===== config.mk =====
export PLATFORM = sky130hd
export DESIGN_NAME = ocdc_output_divider
export DESIGN_NICKNAME = d
export VERILOG_FILES = /design/src/design/ocdc_pkg.sv /design/src/design/ocdc_output_divider.sv
export VERILOG_INCLUDE_DIRS = /design/src /design/src/design
export SDC_FILE = /design/constraint.sdc
export NUM_CORES = 1
export LEC_CHECK = 0
export ABC_AREA = 1
export BUFFER_PORTS_ARGS = -buffer_cell sky130_fd_sc_hd__buf_2
export CORE_MARGIN = 4
export CORE_UTILIZATION = 53
export DETAILED_ROUTE_END_ITERATION = 8
export PLACE_DENSITY = 0.88
export SLEW_MARGIN = 20
export SYNTH_ARGS = -nofsm -noshare
export SYNTH_HDL_FRONTEND = slang
export SYNTH_SLANG_ARGS = --single-unit

===== constraint.sdc =====
create_clock -name aclk -period 3.6 [get_ports aclk]
set_clock_uncertainty 0.15 [all_clocks]
set_input_delay 0.18 -clock aclk [delete_from_list [all_inputs] [get_ports aclk]]
set_output_delay 0.18 -clock aclk [all_outputs]
set_load 0.02 [all_outputs]

===== src/design/ocdc_regs.svh =====
`ifndef OCDC_REGS_SVH
`define OCDC_REGS_SVH

// Register indices; the byte address is four times the index
`define OCDC_IDX_B_ROUTING   12'h195
`define OCDC_IDX_C_TIMING    12'h196
`define OCDC_IDX_C_CONTROL   12'h197
`define OCDC_IDX_C_ROUTING   12'h198
`define OCDC_IDX_C_STATUS    12'h199
`define OCDC_IDX_SRC_SELECT  12'h1E1
`define OCDC_ADDR_LSB        2
`define OCDC_ADDR_W          12

// Field positions
`define OCDC_RT_DIRECT_BIT   1
`define OCDC_RT_DCC_OFF_BIT  0

// Source select encodings
`define OCDC_SEL_EXT         2'h0
`define OCDC_SEL_EXT_NOPRE   2'h1
`define OCDC_SEL_OSC         2'h2

// Reset values
`define OCDC_RST_ROUTING     8'h00
`define OCDC_RST_TIMING      8'h00
`define OCDC_RST_CONTROL     8'h00
`define OCDC_RST_SRC_SELECT  2'h0

// Bus answers
`define OCDC_RESP_OKAY       2'h0
`define OCDC_RESP_SLVERR     2'h2

`endif


===== src/design/ocdc_pkg.sv =====
package ocdc_pkg;

    typedef struct packed {
        logic       bypass;
        logic       ignore_sync;
        logic       force_high;
        logic       start_high;
        logic [3:0] phase;
    } ocdc_control_t;

    typedef struct packed {
        logic [3:0] low_count;
        logic [3:0] high_count;
    } ocdc_timing_t;

    typedef enum logic [1:0] {
        OCDC_HOLD,
        OCDC_PHASE,
        OCDC_RUN
    } ocdc_state_t;

endpackage : ocdc_pkg


===== src/design/ocdc_output_divider.sv =====
`timescale 1ns/1ps
`include "ocdc_regs.svh"

module ocdc_output_divider (
    // Clock and reset
    input  wire logic        aclk,
    input  wire logic        aresetn,
    // AXI4-Lite write address
    input  wire logic [31:0] s_axi_awaddr,
    input  wire logic        s_axi_awvalid,
    output logic             s_axi_awready,
    // AXI4-Lite write data
    input  wire logic [31:0] s_axi_wdata,
    input  wire logic [3:0]  s_axi_wstrb,
    input  wire logic        s_axi_wvalid,
    output logic             s_axi_wready,
    // AXI4-Lite write response
    output logic [1:0]       s_axi_bresp,
    output logic             s_axi_bvalid,
    input  wire logic        s_axi_bready,
    // AXI4-Lite read
    input  wire logic [31:0] s_axi_araddr,
    input  wire logic        s_axi_arvalid,
    output logic             s_axi_arready,
    output logic [31:0]      s_axi_rdata,
    output logic [1:0]       s_axi_rresp,
    output logic             s_axi_rvalid,
    input  wire logic        s_axi_rready,
    // Clock sources and sync pin
    input  wire logic        ext_clk,
    input  wire logic        sync_n,
    input  wire logic        div_b_level,
    // Output pairs
    output logic             pair_b_first_output,
    output logic             pair_b_second_output,
    output logic             pair_c_first_output,
    output logic             pair_c_second_output,
    output logic             pair_b_dcc_en,
    output logic             pair_c_dcc_en
);

    // Registers
    logic [7:0]              b_routing_q;
    logic [7:0]              c_routing_q;
    ocdc_pkg::ocdc_control_t c_control_q;
    ocdc_pkg::ocdc_timing_t  c_timing_q;
    logic [1:0]              src_sel_q;

    // Bus state
    logic                    aw_held_q;
    logic                    w_held_q;
    logic [`OCDC_ADDR_W-1:0] aw_idx_q;
    logic [7:0]              w_data_q;
    logic                    w_strb_q;

    // Source and divider state
    logic                    ext_s1_q;
    logic                    ext_s2_q;
    logic                    sync_s1_q;
    logic                    sync_s2_q;
    logic                    sync_s3_q;
    logic                    osc_level_q;
    logic                    tree_prev_q;
    logic                    tree_level;
    logic                    tree_tick;
    logic                    sync_release;
    logic                    sync_hold;
    ocdc_pkg::ocdc_state_t   state_q;
    logic [3:0]              cnt_q;
    logic                    level_q;
    logic                    div_c_q;
    logic                    div_c_d;

    function automatic logic [`OCDC_ADDR_W-1:0] to_index(input logic [31:0] addr);
        to_index = addr[`OCDC_ADDR_W+`OCDC_ADDR_LSB-1:`OCDC_ADDR_LSB];
    endfunction : to_index

    // only the two plain selections enable a direct path
    function automatic logic direct_active(input logic [7:0] rt, input logic [1:0] sel);
        direct_active = rt[`OCDC_RT_DIRECT_BIT]
            && (sel == `OCDC_SEL_OSC || sel == `OCDC_SEL_EXT);
    endfunction : direct_active

    function automatic logic route_level(input logic [7:0] rt, input logic [1:0] sel,
                                         input logic div, input logic osc,
                                         input logic ext);
        if (!direct_active(rt, sel)) begin
            route_level = div;
        end else if (sel == `OCDC_SEL_OSC) begin
            route_level = osc;
        end else begin
            route_level = ext;
        end
    endfunction : route_level

    function automatic logic mapped(input logic [`OCDC_ADDR_W-1:0] idx);
        mapped = idx == `OCDC_IDX_B_ROUTING || idx == `OCDC_IDX_C_TIMING
            || idx == `OCDC_IDX_C_CONTROL || idx == `OCDC_IDX_C_ROUTING
            || idx == `OCDC_IDX_C_STATUS || idx == `OCDC_IDX_SRC_SELECT;
    endfunction : mapped

    // Write channel: address and data taken in either order
    always_ff @(posedge aclk) begin
        if (!aresetn) begin
            aw_held_q     <= 1'b0;
            w_held_q      <= 1'b0;
            aw_idx_q      <= '0;
            w_data_q      <= 8'h00;
            w_strb_q      <= 1'b0;
            s_axi_awready <= 1'b0;
            s_axi_wready  <= 1'b0;
            s_axi_bvalid  <= 1'b0;
            s_axi_bresp   <= `OCDC_RESP_OKAY;
        end else begin
            s_axi_awready <= 1'b0;
            s_axi_wready  <= 1'b0;
            if (s_axi_awvalid && !aw_held_q && !s_axi_awready && !s_axi_bvalid) begin
                s_axi_awready <= 1'b1;
                aw_held_q     <= 1'b1;
                aw_idx_q      <= to_index(s_axi_awaddr);
            end
            if (s_axi_wvalid && !w_held_q && !s_axi_wready && !s_axi_bvalid) begin
                s_axi_wready <= 1'b1;
                w_held_q     <= 1'b1;
                w_data_q     <= s_axi_wdata[7:0];
                w_strb_q     <= s_axi_wstrb[0];
            end
            if (aw_held_q && w_held_q && !s_axi_bvalid) begin
                s_axi_bvalid <= 1'b1;
                s_axi_bresp  <= mapped(aw_idx_q) ? `OCDC_RESP_OKAY : `OCDC_RESP_SLVERR;
                aw_held_q    <= 1'b0;
                w_held_q     <= 1'b0;
            end else if (s_axi_bvalid && s_axi_bready) begin
                s_axi_bvalid <= 1'b0;
            end
        end
    end

    // Register file; only byte lane 0 carries data
    always_ff @(posedge aclk) begin
        if (!aresetn) begin
            b_routing_q <= `OCDC_RST_ROUTING;
            c_routing_q <= `OCDC_RST_ROUTING;
            c_control_q <= `OCDC_RST_CONTROL;
            c_timing_q  <= `OCDC_RST_TIMING;
            src_sel_q   <= `OCDC_RST_SRC_SELECT;
        end else if (aw_held_q && w_held_q && !s_axi_bvalid && w_strb_q) begin
            case (aw_idx_q)
                `OCDC_IDX_B_ROUTING:  b_routing_q <= {6'h00, w_data_q[1:0]};
                `OCDC_IDX_C_ROUTING:  c_routing_q <= {6'h00, w_data_q[1:0]};
                `OCDC_IDX_C_CONTROL:  c_control_q <= w_data_q;
                `OCDC_IDX_C_TIMING:   c_timing_q  <= w_data_q;
                `OCDC_IDX_SRC_SELECT: src_sel_q   <= w_data_q[1:0];
                default: ;
            endcase
        end
    end

    // Read channel: one cycle to the answer
    always_ff @(posedge aclk) begin
        if (!aresetn) begin
            s_axi_arready <= 1'b0;
            s_axi_rvalid  <= 1'b0;
            s_axi_rdata   <= 32'h0000_0000;
            s_axi_rresp   <= `OCDC_RESP_OKAY;
        end else begin
            s_axi_arready <= 1'b0;
            if (s_axi_rvalid) begin
                if (s_axi_rready) begin
                    s_axi_rvalid <= 1'b0;
                end
            end else if (s_axi_arvalid && !s_axi_arready) begin
                s_axi_arready <= 1'b1;
                s_axi_rvalid  <= 1'b1;
                s_axi_rresp   <= mapped(to_index(s_axi_araddr))
                    ? `OCDC_RESP_OKAY : `OCDC_RESP_SLVERR;
                case (to_index(s_axi_araddr))
                    `OCDC_IDX_B_ROUTING:  s_axi_rdata <= {24'h000000, b_routing_q};
                    `OCDC_IDX_C_ROUTING:  s_axi_rdata <= {24'h000000, c_routing_q};
                    `OCDC_IDX_C_CONTROL:  s_axi_rdata <= {24'h000000, c_control_q};
                    `OCDC_IDX_C_TIMING:   s_axi_rdata <= {24'h000000, c_timing_q};
                    `OCDC_IDX_SRC_SELECT: s_axi_rdata <= {30'h00000000, src_sel_q};
                    `OCDC_IDX_C_STATUS:   s_axi_rdata <= {24'h000000, div_c_q, level_q,
                                                          state_q, cnt_q};
                    default:              s_axi_rdata <= 32'h0000_0000;
                endcase
            end
        end
    end

    // Pin synchronisers
    always_ff @(posedge aclk) begin
        if (!aresetn) begin
            ext_s1_q  <= 1'b0;
            ext_s2_q  <= 1'b0;
            sync_s1_q <= 1'b1;
            sync_s2_q <= 1'b1;
            sync_s3_q <= 1'b1;
        end else begin
            ext_s1_q  <= ext_clk;
            ext_s2_q  <= ext_s1_q;
            sync_s1_q <= sync_n;
            sync_s2_q <= sync_s1_q;
            sync_s3_q <= sync_s2_q;
        end
    end

    // Oscillator stand-in: half the system rate
    always_ff @(posedge aclk) begin
        if (!aresetn) begin
            osc_level_q <= 1'b0;
            tree_prev_q <= 1'b0;
        end else begin
            osc_level_q <= ~osc_level_q;
            tree_prev_q <= tree_level;
        end
    end

    assign tree_level   = src_sel_q[1] ? osc_level_q : ext_s2_q;
    assign tree_tick    = tree_level && !tree_prev_q;
    assign sync_hold    = !sync_s2_q && !c_control_q.ignore_sync;
    assign sync_release = sync_s2_q && !sync_s3_q && !c_control_q.ignore_sync;

    // Divider C counter and phase sequencing
    always_ff @(posedge aclk) begin
        if (!aresetn) begin
            state_q <= ocdc_pkg::OCDC_PHASE;
            cnt_q   <= 4'h0;
            level_q <= 1'b0;
        end else if (sync_hold) begin
            state_q <= ocdc_pkg::OCDC_HOLD;
            cnt_q   <= 4'h0;
            level_q <= 1'b0;
        end else begin
            case (state_q)
                ocdc_pkg::OCDC_HOLD: begin
                    if (sync_release || c_control_q.ignore_sync) begin
                        state_q <= ocdc_pkg::OCDC_PHASE;
                        cnt_q   <= 4'h0;
                    end
                end
                ocdc_pkg::OCDC_PHASE: begin
                    if (tree_tick) begin
                        // offset wait, then the start level
                        if (cnt_q == c_control_q.phase) begin
                            state_q <= ocdc_pkg::OCDC_RUN;
                            level_q <= c_control_q.start_high;
                            cnt_q   <= 4'h0;
                        end else begin
                            cnt_q <= cnt_q + 4'h1;
                        end
                    end
                end
                ocdc_pkg::OCDC_RUN: begin
                    if (tree_tick) begin
                        // each phase lasts count plus one ticks
                        if (cnt_q == (level_q ? c_timing_q.high_count
                                              : c_timing_q.low_count)) begin
                            level_q <= ~level_q;
                            cnt_q   <= 4'h0;
                        end else begin
                            cnt_q <= cnt_q + 4'h1;
                        end
                    end
                end
                default: begin
                    state_q <= ocdc_pkg::OCDC_HOLD;
                    cnt_q   <= 4'h0;
                    level_q <= 1'b0;
                end
            endcase
        end
    end

    always_comb begin
        if (c_control_q.bypass) begin
            // bypass passes the input, force ignored
            div_c_d = tree_level;
        end else if (c_control_q.ignore_sync && c_control_q.force_high) begin
            div_c_d = 1'b1;
        end else if (state_q == ocdc_pkg::OCDC_RUN) begin
            div_c_d = level_q;
        end else begin
            div_c_d = 1'b0;
        end
    end

    always_ff @(posedge aclk) begin
        if (!aresetn) begin
            div_c_q <= 1'b0;
        end else begin
            div_c_q <= div_c_d;
        end
    end

    // Output pairs and correction enables
    always_ff @(posedge aclk) begin
        if (!aresetn) begin
            pair_b_first_output  <= 1'b0;
            pair_b_second_output <= 1'b0;
            pair_c_first_output  <= 1'b0;
            pair_c_second_output <= 1'b0;
            pair_b_dcc_en        <= 1'b1;
            pair_c_dcc_en        <= 1'b1;
        end else begin
            pair_b_first_output  <= route_level(b_routing_q, src_sel_q, div_b_level,
                                                osc_level_q, ext_s2_q);
            pair_b_second_output <= route_level(b_routing_q, src_sel_q, div_b_level,
                                                osc_level_q, ext_s2_q);
            pair_c_first_output  <= route_level(c_routing_q, src_sel_q, div_c_q,
                                                osc_level_q, ext_s2_q);
            pair_c_second_output <= route_level(c_routing_q, src_sel_q, div_c_q,
                                                osc_level_q, ext_s2_q);
            // correction on while bit 0 clear
            pair_b_dcc_en        <= !b_routing_q[`OCDC_RT_DCC_OFF_BIT];
            pair_c_dcc_en        <= !c_routing_q[`OCDC_RT_DCC_OFF_BIT];
        end
    end

    a_pair_b_div: assert property (@(posedge aclk) disable iff (!aresetn)
        !b_routing_q[1] |=> pair_b_first_output == $past(div_b_level))
        else $error("pair B not fed by its divider");
    a_pair_b_osc: assert property (@(posedge aclk) disable iff (!aresetn)
        b_routing_q[1] && src_sel_q == 2'h2 |=> pair_b_second_output == $past(osc_level_q))
        else $error("pair B not fed by oscillator");
    a_pair_b_ext: assert property (@(posedge aclk) disable iff (!aresetn)
        b_routing_q[1] && src_sel_q == 2'h0 |=> pair_b_first_output == $past(ext_s2_q))
        else $error("pair B not fed by external clock");
    a_pair_c_div: assert property (@(posedge aclk) disable iff (!aresetn)
        !c_routing_q[1] |=> pair_c_first_output == $past(div_c_q))
        else $error("pair C not fed by its divider");
    a_pair_c_osc: assert property (@(posedge aclk) disable iff (!aresetn)
        c_routing_q[1] && src_sel_q == 2'h2 |=> pair_c_second_output == $past(osc_level_q))
        else $error("pair C not fed by oscillator");
    a_pair_c_ext: assert property (@(posedge aclk) disable iff (!aresetn)
        c_routing_q[1] && src_sel_q == 2'h0 |=> pair_c_first_output == $past(ext_s2_q))
        else $error("pair C not fed by external clock");
    a_select_no_direct: assert property (@(posedge aclk) disable iff (!aresetn)
        src_sel_q == 2'h1 |=> pair_c_first_output == $past(div_c_q))
        else $error("direct path active with select 01b");
    a_dcc_follow: assert property (@(posedge aclk) disable iff (!aresetn)
        ##1 pair_c_dcc_en == !$past(c_routing_q[0]))
        else $error("correction enable wrong");
    a_bypass_pass: assert property (@(posedge aclk) disable iff (!aresetn)
        c_control_q.bypass |=> div_c_q == $past(tree_level))
        else $error("bypass does not pass input");
    a_force_high: assert property (@(posedge aclk) disable iff (!aresetn)
        c_control_q[7:5] == 3'h3 |=> div_c_q)
        else $error("forced high missing");
    a_sync_hold_low: assert property (@(posedge aclk) disable iff (!aresetn)
        !sync_s2_q && c_control_q[7:5] == 3'h0 |=> ##1 !div_c_q)
        else $error("output not low while sync held");
    a_run_low_len: assert property (@(posedge aclk) disable iff (!aresetn)
        state_q == ocdc_pkg::OCDC_RUN && !level_q && tree_tick && !sync_hold
            && cnt_q != c_timing_q.low_count |=> !level_q)
        else $error("low phase ended early");

endmodule : ocdc_output_divider


Word level (Yosys, flattened, before mapping)
Index checks and enable logic that the tools add are counted.
Storage, ports and cells
  register bits: 105
  latch bits: 0
  bits in writable memories: 0
  ROM bits: 0
  input bits: 110
  output and inout port bits: 47
  logic and storage cells: 164
  memories: 0
Operators by class
  add/sub/neg operators: 1
  multiply operators: 0
  div/mod/pow operators: 0
  magnitude comparators: 0
  eq/ne operators: 26
  shift operators: 0
  mux-type cells: 34
  bitwise logic cells: 6
  reduce and logical (&&, ||, !) cells: 58
Operator list (number)
  $eq 12x9->1 const B: 12
  $pmux 8 s6: 1
  $mux 4: 6
  $mux 1: 19
  $logic_and 1x1->1: 18
  $logic_not 1->1: 12
  $logic_or 1x1->1: 12
  $ne 2x2->1 const B: 6
  $pmux 4 s3: 1
  $reduce_and 2->1: 6
  $mux 2: 5
  $ne 3x3->1 const B: 3
  $eq 4x4->1: 2
  $reduce_and 4->1: 2
  $not 1->1: 6
  $pmux 2 s3: 1
  $reduce_or 2->1: 3
  $reduce_and 5->1: 1
  $add 4x1->4 const B: 1
  $eq 2x2->1 const B: 2
  $logic_not 2->1: 2
  $pmux 1 s3: 1
  $reduce_and 3->1: 1
  $eq 2x1->1 const B: 1
  $reduce_bool 2->1: 1

Depth between registers and ports, before layout
Gate-level depths: netlist of the first run.
  depth after elaboration: 7
  mapped depth: 14
  gate-level depth less buffers: 13

Worst setup path after synthesis of the first run
OpenSTA, ideal clock, no wires.
  kind: reg2reg
  start: reg s_axi_bvalid
  end: reg c_control_q[1] (netlist bit)
  setup time: 80 ps
  arrival time: 1262 ps
  required time: 3370 ps
  setup slack: 2108 ps
  cell stages (with the launch flop): 9
  buffers on the path: 1
  period minus slack after synthesis: 1492 ps
  cell sequence: dfxtp_1 nor2_2 nand2_4 nor2_8 inv_2 nor2_8 buf_12 nor2_2 a211oi_2
Between the ends
  longest elaborated chain between the ends: 4
RTL lines
  start: declaration: line ocdc_output_divider.sv:19  | output logic s_axi_bvalid,
  start signal: assignment: line ocdc_output_divider.sv:112  | s_axi_bvalid <= 1'b0;
  start signal: assignment: line ocdc_output_divider.sv:129  | s_axi_bvalid <= 1'b1;
  start signal: assignment: line ocdc_output_divider.sv:134  | s_axi_bvalid <= 1'b0;
  $logic_not 1->1: line ocdc_output_divider.sv:147  | end else if (aw_held_q && w_held_q && !s_axi_bvalid && w_strb_q) begin
  $logic_and 1x1->1 (2 in series): line ocdc_output_divider.sv:147
  $reduce_and 2->1 (no line)
  end signal: assignment: line ocdc_output_divider.sv:144  | c_control_q <= `OCDC_RST_CONTROL;
  end signal: assignment: line ocdc_output_divider.sv:151  | `OCDC_IDX_C_CONTROL: c_control_q <= w_data_q;
  end: declaration: line ocdc_output_divider.sv:45  | ocdc_pkg::ocdc_control_t c_control_q;
No other way between the ends.
A chain may end at the register's enable or synchronous reset.

Final worst setup path of the first run
  start: reg s_axi_bvalid
  end: reg aw_idx_q[8]
Between the ends
  longest elaborated chain between the ends: 2
RTL lines
  $logic_not 1->1: line ocdc_output_divider.sv:117  | if (s_axi_awvalid && !aw_held_q && !s_axi_awready && !s_axi_bvalid) begin
  $logic_and 1x1->1: line ocdc_output_divider.sv:117
  end signal: assignment: line ocdc_output_divider.sv:120  | aw_idx_q <= to_index(s_axi_awaddr);
  end: declaration: line ocdc_output_divider.sv:52  | logic [`OCDC_ADDR_W-1:0] aw_idx_q;
No other way between the ends.

==> metrics.md, run 1 <==
| Metric | Value |
|---|---|
| IO Count | 157 |
| Post-synth top flop | dfxtp_1 |
| Initial antenna violation count | 0 |
| Endpoints failing setup | 0 |
| Worst Reg-to-Reg Cells | 5 |
| RSZ-0062 raised after global routing | no |
| Fraction of registers with async set/reset | 0 |
| Final ANT Viol Nets | 0 |
| DRC | 0 |
| Count of cell types in the netlist | 39 |
| Power Dens Cells | 435 nW/µm² |
| Relative slew slack | 0.623 |
| DRT Pass-1 Iters | 5 |
| Drt initial violations | 321 |
| Num rows | 31 |
| Top Family by Delay on Critical Path | flip-flops |
| Via/cell ratio | around 5.2 |
| Hold-critical path endpoint | pair_b_second_output |
| H-tree levels | 3 |
| Worst R2R Start | s_axi_bvalid |
| Area of the multi-input gates | 1960 µm² |
| Power Total | around 0.002 W |
| Routed WL per cell | 13.1 µm |
| Fmax | 0.563 GHz |
| GPL Wtd Cong | 0.860 |
| Core area | around 7300 µm² |
| Clk slew on worst S/H paths | 0.08 ns |
| Worst Setup End Kind | register |
| IO Port Bufs | 63 |
| Die ar. | 9030 µm² |
| Share of cells above drive strength 1 | 0.188 |
| Tmin final | between 1.5 and 2 ns |
| Nets | 746 |
| Worst r2r dst | aw_idx_q[8] |
| Post-route setup TNS | 0 ns |
| Total gr overflow | 0 |
| Crit path largest cell delay | 0.42 ns |
| Hold Path Depth | 5 |
| Number of synthesized flops with an enable pin | 0 |
| Vias in the first global route | 3543 |
| Worst R2R Setup Slack | 1.83 ns |
| Largest net degree at the start of global routing | 48 |
| Post-Place Setup Slack | 1.67 ns |
| Register area | roughly 1600 µm² |
| Highest-delay cell along the critical path | dfxtp_1 |
| Status | finished clean |
| Global Route Usage Sum | 0.227 |
| Worst slew pin tran | 0.565 ns |
| Synth warnings | 0 |
| Layout area overhead | 17.4% |
| Final hold violations | 0 |
| Sequential-to-total area share from yosys stat | 0.394 |
| Finished Layout Cells | roughly 740 |
| Routed wire length | 9.67 mm |
| Diodes inserted | 0 |
| Via count | 3800 |
| Post-cts repair resize count | 0 |
| Hold_sp | div_b_level |
| Mean Syn Cell Area | around 7.3 µm² |
| Hpwl dp | 6.59 mm |
| Max Cap Viol | 0 |
| Worst hold path type | in2reg |
| Die Ht | 95.0 µm |
| Post-Syn Area | approximately 4000 µm² |
| Chip Width | 95.0 µm |
| Fin crit share | 0.493 |
| Fill cell count | 600 |
| Slew Limit Fails | 0 |
| Crit path launch type | register |
| Max FO, Critical Path | 20 |
| Seq cells post-synth | 79 |
| Worst EP arrival | about 1.9 ns |
| Mapped Cells | 552 |
| Crit Path Class | reg2reg |
| CTS Buf Count | 9 |
| Total clock sinks | 79 |
| Worst-Skew Late Latency | 0.36 ns |
| Worst path required time | 3.72 ns |
| Clock Path Buffers | 2 |
| Critical-path cell list | nor2_1 -> and3_1 -> inv_1 -> o21ai_0 -> a21oi_1 |
| CTS tree | built |
| Root buffer cell | clkbuf_8 |
| Setup WS post-layout | between 1.5 and 2 ns |
| Inst Count DP | 696 |
| Worst vdd ir | 0.000365 V |
| Initial Util | 0.550 |
| Global-route wire length before repair | 16.2 mm |
| Leakage | 2.16 nW |
| WP buf/inv | 1 |
state kept, by name (all words and copies together) (netlist names), 2 cells and up:
| register | flops |
|---|---|
| src_sel_q | 2 |
| aw_idx_q | 12 |
| b_routing_q | 2 |
| c_timing_q | 8 |
| state_q | 2 |
| w_data_q | 8 |
| c_routing_q | 2 |
| c_control_q | 8 |
| s_axi_rdata | 8 |
| cnt_q | 4 |
cells by family after synthesis:
group,after synthesis,share of synthesized area
XOR/XNOR,4,0.00873
other,1,0.000935
adder cells (fa/ha/maj),4,0.0125
AO/OA/AOI/OAI,115,0.157
buffers and inverters,115,0.141
flip-flops,79,0.394
AND/OR/NAND/NOR,234,0.286
cells in the final DEF (no fill, tap or decap), types with 3 or more instances in the layout:
| master | synthesis | layout |
|---|---|---|
| a211oi_1 | 7 | 7 |
| a21oi_1 | 53 | 53 |
| buf_2 | 4 | 63 |
| buf_4 | 30 | 3 |
| clkbuf_8 | 0 | 12 |
| conb_1 | 1 | 26 |
| dfxtp_1 | 79 | 79 |
| dlygate4sd3_1 | 0 | 24 |
| ha_1 | 4 | 4 |
| inv_1 | 60 | 60 |
| inv_2 | 9 | 9 |
| nand2_1 | 92 | 92 |
| nand2_2 | 5 | 5 |
| nand3_1 | 43 | 43 |
| nand4_1 | 5 | 5 |
| nor2_1 | 52 | 52 |
| nor2_2 | 5 | 5 |
| nor2_4 | 4 | 4 |
| nor3_1 | 11 | 11 |
| nor3_2 | 3 | 3 |
| nor3_4 | 3 | 3 |
| o21ai_0 | 45 | 45 |
| xor2_1 | 4 | 4 |
cell usage after synthesis (7+ instances only):
cell | n | share of area
inv_2 | 9 | 0.0084
nand3_1 | 43 | 0.054
buf_4 | 30 | 0.056
nor2_1 | 52 | 0.049
a21oi_1 | 53 | 0.066
nand2_1 | 92 | 0.086
clkbuf_1 | 9 | 0.0084
a211oi_1 | 7 | 0.013
nor3_1 | 11 | 0.014
inv_1 | 60 | 0.056
o21ai_0 | 45 | 0.056
dfxtp_1 | 79 | 0.39
per-stage QoR:
stage               instance area [µm²]  utilization  hold slack (ns)
finish                             4710        0.646           0.0203
global route                       4710        0.646           0.0380
floorplan                          4110            -            0.128
CTS                                4710        0.646           0.0168
global placement                   4260        0.584            0.214
detailed placement                 4260        0.584            0.227
worst reg2reg max path, stage by stage (launching register included):
cell and delay [ns]:
dfxtp_1 0.42, nor2_1 0.07, and3_1 0.23, inv_1 0.42
o21ai_0 0.18, a21oi_1 0.22
worst max-delay path by stage:
stage,from,to,slack (ns),cells past startpoint
2_1_floorplan,s_axi_bvalid,c_control_q[1],2.11,8
3_3_place_gp,aresetn,cnt_q[0],1.69,7
3_5_place_dp,aresetn,cnt_q[1],1.67,7
4_1_cts,aw_idx_q[2],c_timing_q[0],1.91,5
5_1_grt,s_axi_bvalid,aw_idx_q[8],1.69,5
6_report,s_axi_bvalid,aw_idx_q[8],1.83,5
final cells by class:
class                      instances  share of cell area
clock buffer                      14              0.0366
clock inverter                     2             0.00797
inverter                          69              0.0550
multi-input combinational        383               0.416
sequential                        79               0.336
tap                               99              0.0263
timing repair buffer              90               0.123
power by group:
| group | internal (W) | switching [W] |
|---|---|---|
| registers | 0.000927 | 0.0000499 |
| clock network | 0.000378 | 0.000312 |
| logic | 0.000129 | 0.000253 |
| total | 0.00143 | 0.000615 |
layer usage:
metal  vias up  part of all wire  global-route usage
met5         -                 0                   0
met4         0             0.023              0.0962
met1      1739              0.42               0.277
met3        21             0.064              0.0489
li1       1904                 -                   -
met2       136              0.49               0.386
timing repair:
item / in CTS / in global routing
hold buffers: 24 / 0
hold endpoints to repair: 24 / 0
setup buffers: 0 / 0
Note: power is estimated with default switching activity, not from simulation.
==> run 2, diff against run 1 <==
Settings changed: CORE_UTILIZATION 53 to 44, PLACE_DENSITY 0.88 to 0.78.
Clock period 3.6 ns to 1.5 ns, I/O delays scaled along.
==> metrics.md, run 2 (synthesis results as in run 1) <==
| Metric | Value |
|---|---|
| Switching share of power | 0.305 (+0.00468) |
| Cell count along the critical path | 8 (+3) |
| DRT Pass-1 Iters | 5 (unchanged) |
| Clock power frac | 0.312 (-0.025) |
| Sequential Power Share | 0.458 (-0.019) |
| Crit path launch type | register |
| Endpoints failing setup | 10 (+10) |
| Fmax | 0.643 GHz (+14%) |
| Worst-Skew Late Latency | 0.35 ns (about the same) |
| CTS tree | built |
| Core area | 8810 µm² (+21%) |
| Global Route Usage Sum | 0.193 (-0.0333) |
| Worst path required time | 1.59 ns (-2.13 ns) |
| Tmin final | 1.55 ns (-0.220 ns) |
| Worst r2r dst | c_control_q[5] |
| Share of cells above drive strength 1 | 0.327 (+0.139) |
| Register bank with the most flops | aw_idx_q |
| Commonest non-fill, non-tap cell in the layout | nand2_1 |
| Hpwl dp | 7.05 mm (+7.0%) |
| Final ANT Viol Nets | 0 (unchanged) |
| Most frequent cells in the layout | nand2_1 (86), buf_2 (63), dfxtp_1 (61), inv_1 (51), a21oi_1 (51) |
| P_sw | 0.00157 W (+150%) |
| Max FO, Critical Path | 6 (-70%) |
| Largest net degree at the start of global routing | 47 (-2.1%) |
| CTS Buf Count | 9 (unchanged) |
| Top Family by Delay on Critical Path | simple AND/OR/NAND/NOR gates |
| Cell internal pwr | 0.00358 W (+150%) |
| Worst vdd ir | 0.000734 V (+100%) |
| Worst EP arrival | 1.64 ns (-0.25 ns) |
| WP buf/inv | 2 (+1) |
| Vias in the first global route | 3721 (+5.0%) |
| Diodes inserted | 0 (unchanged) |
| Critical-path cell list | inv_2 -> nor2_2 -> nand2_2 -> nor2_4 -> nand2_4 -> nor2_4 -> buf_4 -> a211oi_2 |
| H-tree levels | 3 (unchanged) |
| DRC | 0 (unchanged) |
| Total gr overflow | 0 (unchanged) |
| Via count | 3964 (+4.3%) |
| Initial antenna violation count | 0 (unchanged) |
| Root buffer cell | clkbuf_8 |
| Status | complete, but fails checks |
| Hold_sp | s_axi_wvalid |
| Die Ht | 103 µm (+8.9%) |
| Fin crit share | 1.04 (+0.544) |
| Failing checks | negative setup slack |
| Crit-path most repeated cell | nor2_4 |
| Post-Place Setup Slack | -0.0995 ns (-1.77 ns) |
| Power Dens Cells | 968 nW/µm² (+120%) |
| Crit path largest cell delay | 0.33 ns (-0.09 ns) |
| Highest-delay cell along the critical path | dfxtp_2 |
| IO Count | 157 (unchanged) |
| Leakage | 2.46 nW (+14%) |
| Routed WL per cell | 13.1 µm (-0.38%) |
| Clk slew on worst S/H paths | 0.08 ns (about the same) |
| Clock Path Buffers | 2 (unchanged) |
| Layout Utilization | 0.604 (-0.0426) |
| Total clock sinks | 79 (unchanged) |
| Worst Reg-to-Reg Cells | 8 (+3) |
| Worst R2R Setup Slack | -0.05 ns (-1.88 ns) |
| Num rows | 34 (+9.7%) |
| Worst Setup End Kind | register |
| Nets | 798 (+7.0%) |
| Worst R2R Start | aw_idx_q[8] |
| Chip Width | 103 µm (+8.9%) |
| IO Port Bufs | 63 (unchanged) |
| Slew Limit Fails | 0 (unchanged) |
| Routed wire length | 10.4 mm (+7.7%) |
| RSZ-0062 raised after global routing | yes |
| Initial Util | 0.456 (-0.0946) |
| Global-route wire length before repair | 16.5 mm (+1.7%) |
| Hold Path Depth | 5 (unchanged) |
| Final hold violations | 0 (unchanged) |
| Setup WS post-layout | -0.0549 ns (-1.88 ns) |
| GPL Wtd Cong | 0.898 (+4.4%) |
| Worst hold path type | in2reg |
| Layout area overhead | 32.5% |
| Logic gate share of total power | 0.230 (+0.044) |
| Post-route setup TNS | -0.277 ns (-0.277 ns) |
| Die ar. | 10700 µm² (+19%) |
| Drt initial violations | 248 (-23%) |
| Max reg flops | 12 (unchanged) |
| Hold-critical path endpoint | s_axi_wready |
| Max Cap Viol | 0 (unchanged) |
| Via/cell ratio | 4.98 (-3.5%) |
| Crit Path Class | reg2reg |
-- run 2: metrics by stage --
step	std cells	total power, W	area [µm²]	hold slack [ns]
3_3_place_gp	733	0.00326	4500	0.110
2_1_floorplan	577	0.00306	4110	0.0226
4_1_cts	783	0.00497	5100	0.0574
3_5_place_dp	733	0.00330	4500	0.118
5_1_grt	796	0.00537	5320	0.0842
6_report	796	0.00514	5320	0.0506
-- run 2: how the worst max path moves through the flow --
stage / to / slack (ns) / start
6_report: c_control_q[5] / -0.05 / aw_idx_q[8]
3_5_place_dp: c_timing_q[5] / -0.1 / aw_idx_q[3]
5_1_grt: c_control_q[5] / -0.15 / aw_idx_q[6]
4_1_cts: c_routing_q[0] / -0.01 / aw_idx_q[5]
2_1_floorplan: c_control_q[1] / 0.008 / s_axi_bvalid
3_3_place_gp: c_timing_q[3] / -0.08 / aw_idx_q[3]
-- run 2: final cells by class --
class / instances / area [µm²]
fillers: 746 / 3490
multi-input cells: 384 / 2120
flip-flops and latches: 79 / 1620
repair buffers: 141 / 985
inverters: 69 / 259
clock buffers: 12 / 155
well taps: 108 / 135
clock inverters: 3 / 42.5
-- run 2: repair_timing --
action / CTS / global route
buffers inserted: 7 / 13
setup endpoints to repair: 23 / 42
gates resized for setup: 29 / 50
hold endpoints to repair: 28 / 0
gates cloned: 1 / 0
pin swaps: 9 / 23
hold buffers: 27 / 0
-- run 2: worst reg2reg max path, stage by stage, from the launching register on --
cell and delay [ns]:
dfxtp_2 0.33, inv_2 0.04, nor2_2 0.08, nand2_2 0.09, nor2_4 0.19, nand2_4 0.11, nor2_4 0.23, buf_4 0.16
a211oi_2 0.06
-- run 2: power groups by stage --
stage	logic (W)	registers (W)	clock network (W)
floorplan	0.000693	0.00236	0
global placement	0.000885	0.00237	0
detailed placement	0.000916	0.00238	0
CTS	0.00101	0.00235	0.00161
global route	0.00130	0.00237	0.00169
finish	0.00118	0.00236	0.00160
-- run 2: per-layer routing --
metal  vias up  global-route usage  part of all wire
met1      1789               0.241              0.44
met3        23              0.0382             0.056
met5         -                   0                 0
li1       2008                   -                 -
met2       144               0.329              0.48
met4         0              0.0737             0.025
==> run 3, diff against run 2 <==
Settings changed: CORE_UTILIZATION 44 to 53, PLACE_DENSITY 0.78 to 0.88.
Clock period 1.5 ns to 1.89 ns, I/O delays scaled along.
==> metrics.md, run 3 (synthesis results as in run 1) <==
| Metric | Value |
|---|---|
| Status | finished clean |
| RSZ-0062 raised after global routing | no |
| IO Count | 157 (unchanged) |
| Worst EP arrival | 1.81 ns (+0.17 ns) |
| Power Dens Cells | 838 nW/µm² (-13%) |
| Drt initial violations | 332 (+34%) |
| Most frequent cells in the layout | nand2_1 (92), dfxtp_1 (79), buf_2 (63), inv_1 (60), a21oi_1 (53) |
| Die Ht | 95.0 µm (-8.2%) |
| Nets | 748 (-6.3%) |
| Worst-Skew Late Latency | 0.36 ns (about the same) |
| Clock Path Buffers | 2 (unchanged) |
| Max Cap Viol | 0 (unchanged) |
| Chip Width | 95.0 µm (-8.2%) |
| Global-route wire length before repair | 15.8 mm (-4.4%) |
| Leakage | 2.18 nW (-11%) |
| Via count | 3836 (-3.2%) |
| Crit Path Class | reg2reg |
| Met3 Wirelength | 716 µm (+22%) |
| H-tree levels | 3 (unchanged) |
| CTS Buf Count | 9 (unchanged) |
| Register bank with the most flops | aw_idx_q |
| Routed WL per cell | 13.2 µm (+0.88%) |
| Endpoints failing setup | 0 (-10) |
| Crit path launch type | register |
| Diodes inserted | 0 (unchanged) |
| Relative slew slack | 0.646 |
| Die ar. | 9030 µm² (-16%) |
| Share of cells above drive strength 1 | 0.194 (-0.133) |
| IO Port Bufs | 63 (unchanged) |
| Worst hold path type | in2reg |
| Final hold violations | 0 (unchanged) |
| GPL Wtd Cong | 0.868 (-3.4%) |
| Worst slew pin tran | 0.530 ns |
| Top routing layer in use | met4 |
| Worst path required time | 2.03 ns (+0.44 ns) |
| Largest net degree at the start of global routing | 47 (unchanged) |
| Root buffer cell | clkbuf_8 |
| Via/cell ratio | 5.20 (+4.4%) |
| Hpwl dp | 6.53 mm (-7.4%) |
| Num rows | 31 (-8.8%) |
| Core area | 7290 µm² (-17%) |
| Initial antenna violation count | 0 (unchanged) |
| Max reg flops | 12 (unchanged) |
| Worst Setup End Kind | register |
| Global Route Usage Sum | 0.221 (+0.0278) |
| Total gr overflow | 0 (unchanged) |
| Worst hold slack | 0.0230 ns (-0.0276 ns) |
| DRT Pass-1 Iters | 5 (unchanged) |
| CTS tree | built |
| Slew Limit Fails | 0 (unchanged) |
| Tmin final | 1.66 ns (+0.109 ns) |
| Initial Util | 0.550 (+0.0946) |
| Fin crit share | 0.880 (-0.156) |
| Routed wire length | 9.75 mm (-6.5%) |
| Max FO, Critical Path | 20 (+14) |
| Layout area overhead | 18.5% |
| Worst vdd ir | 0.000641 V (-13%) |
| Final ANT Viol Nets | 0 (unchanged) |
| Commonest non-fill, non-tap cell in the layout | nand2_1 |
| Total clock sinks | 79 (unchanged) |
| Fmax | 0.601 GHz (-6.5%) |
| Wl on met1 | 4.17 mm (-9.5%) |
| Vias in the first global route | 3510 (-5.7%) |
| DRC | 0 (unchanged) |
| Post-route setup TNS | 0 ns (+0.277 ns) |
| Clk slew on worst S/H paths | 0.08 ns (about the same) |
| Met2 wire len | 4.64 mm (-6.3%) |
run 3: area by class of cell:
class	count	area, µm²
clock buffers	10	138
clock inverters	6	83.8
fillers	587	2540
inverters	69	259
multi-input cells	383	1970
flip-flops and latches	79	1580
well taps	99	124
repair buffers	92	598
run 3: layer usage:
metal | global-route usage | vias up
met5 | 0 | -
met1 | 0.263 | 1757
met3 | 0.0442 | 18
li1 | - | 1909
met2 | 0.384 | 152
met4 | 0.101 | 0
run 3: through the flow:
step / total power (W) / util / area [µm²] / cells / worst slack (ns)
after floorplan: 0.00243 / - / 4110 / 577 / 0.398
after global placement: 0.00252 / 0.584 / 4260 / 696 / 0.287
after detailed placement: 0.00255 / 0.584 / 4260 / 696 / 0.259
after CTS: 0.00396 / 0.650 / 4740 / 738 / 0.158
after global routing: 0.00415 / 0.652 / 4750 / 738 / 0.0517
final: 0.00398 / 0.652 / 4750 / 738 / 0.226
run 3: what timing repair did:
action / 4_1_cts / 5_1_grt
gates resized for setup: 0 / 2
endpoints found under the setup margin: 0 / 4
setup buffers: 0 / 0
hold buffers: 26 / 0
endpoints found under the hold margin: 26 / 0
run 3: path summary, 6_finish.rpt:
check                  from            end  slack (ns)  cells after the start
max reg2reg    s_axi_bvalid    aw_idx_q[1]        0.23                      5
max            s_axi_bvalid    aw_idx_q[1]        0.23                      5
min                 aresetn       cnt_q[3]        0.02                      5
min reg2reg  c_routing_q[0]  pair_c_dcc_en        0.26                      1
run 3: critical path: stages, from the launching register on:
cell	delay (ns)
dfxtp_1	0.43
nor2_1	0.07
and3_1	0.22
inv_1	0.43
o21ai_0	0.16
a21oi_1	0.13
run 3: power by group:
part / switching, W / internal (W) / leakage (nW) / total [W]
sequential: 0.0000918 / 0.00177 / 0.646 / 0.00186
combinational: 0.000473 / 0.000248 / 1.42 / 0.000722
clock: 0.000629 / 0.000775 / 0.116 / 0.00140
total: 0.00119 / 0.00279 / 2.18 / 0.00398
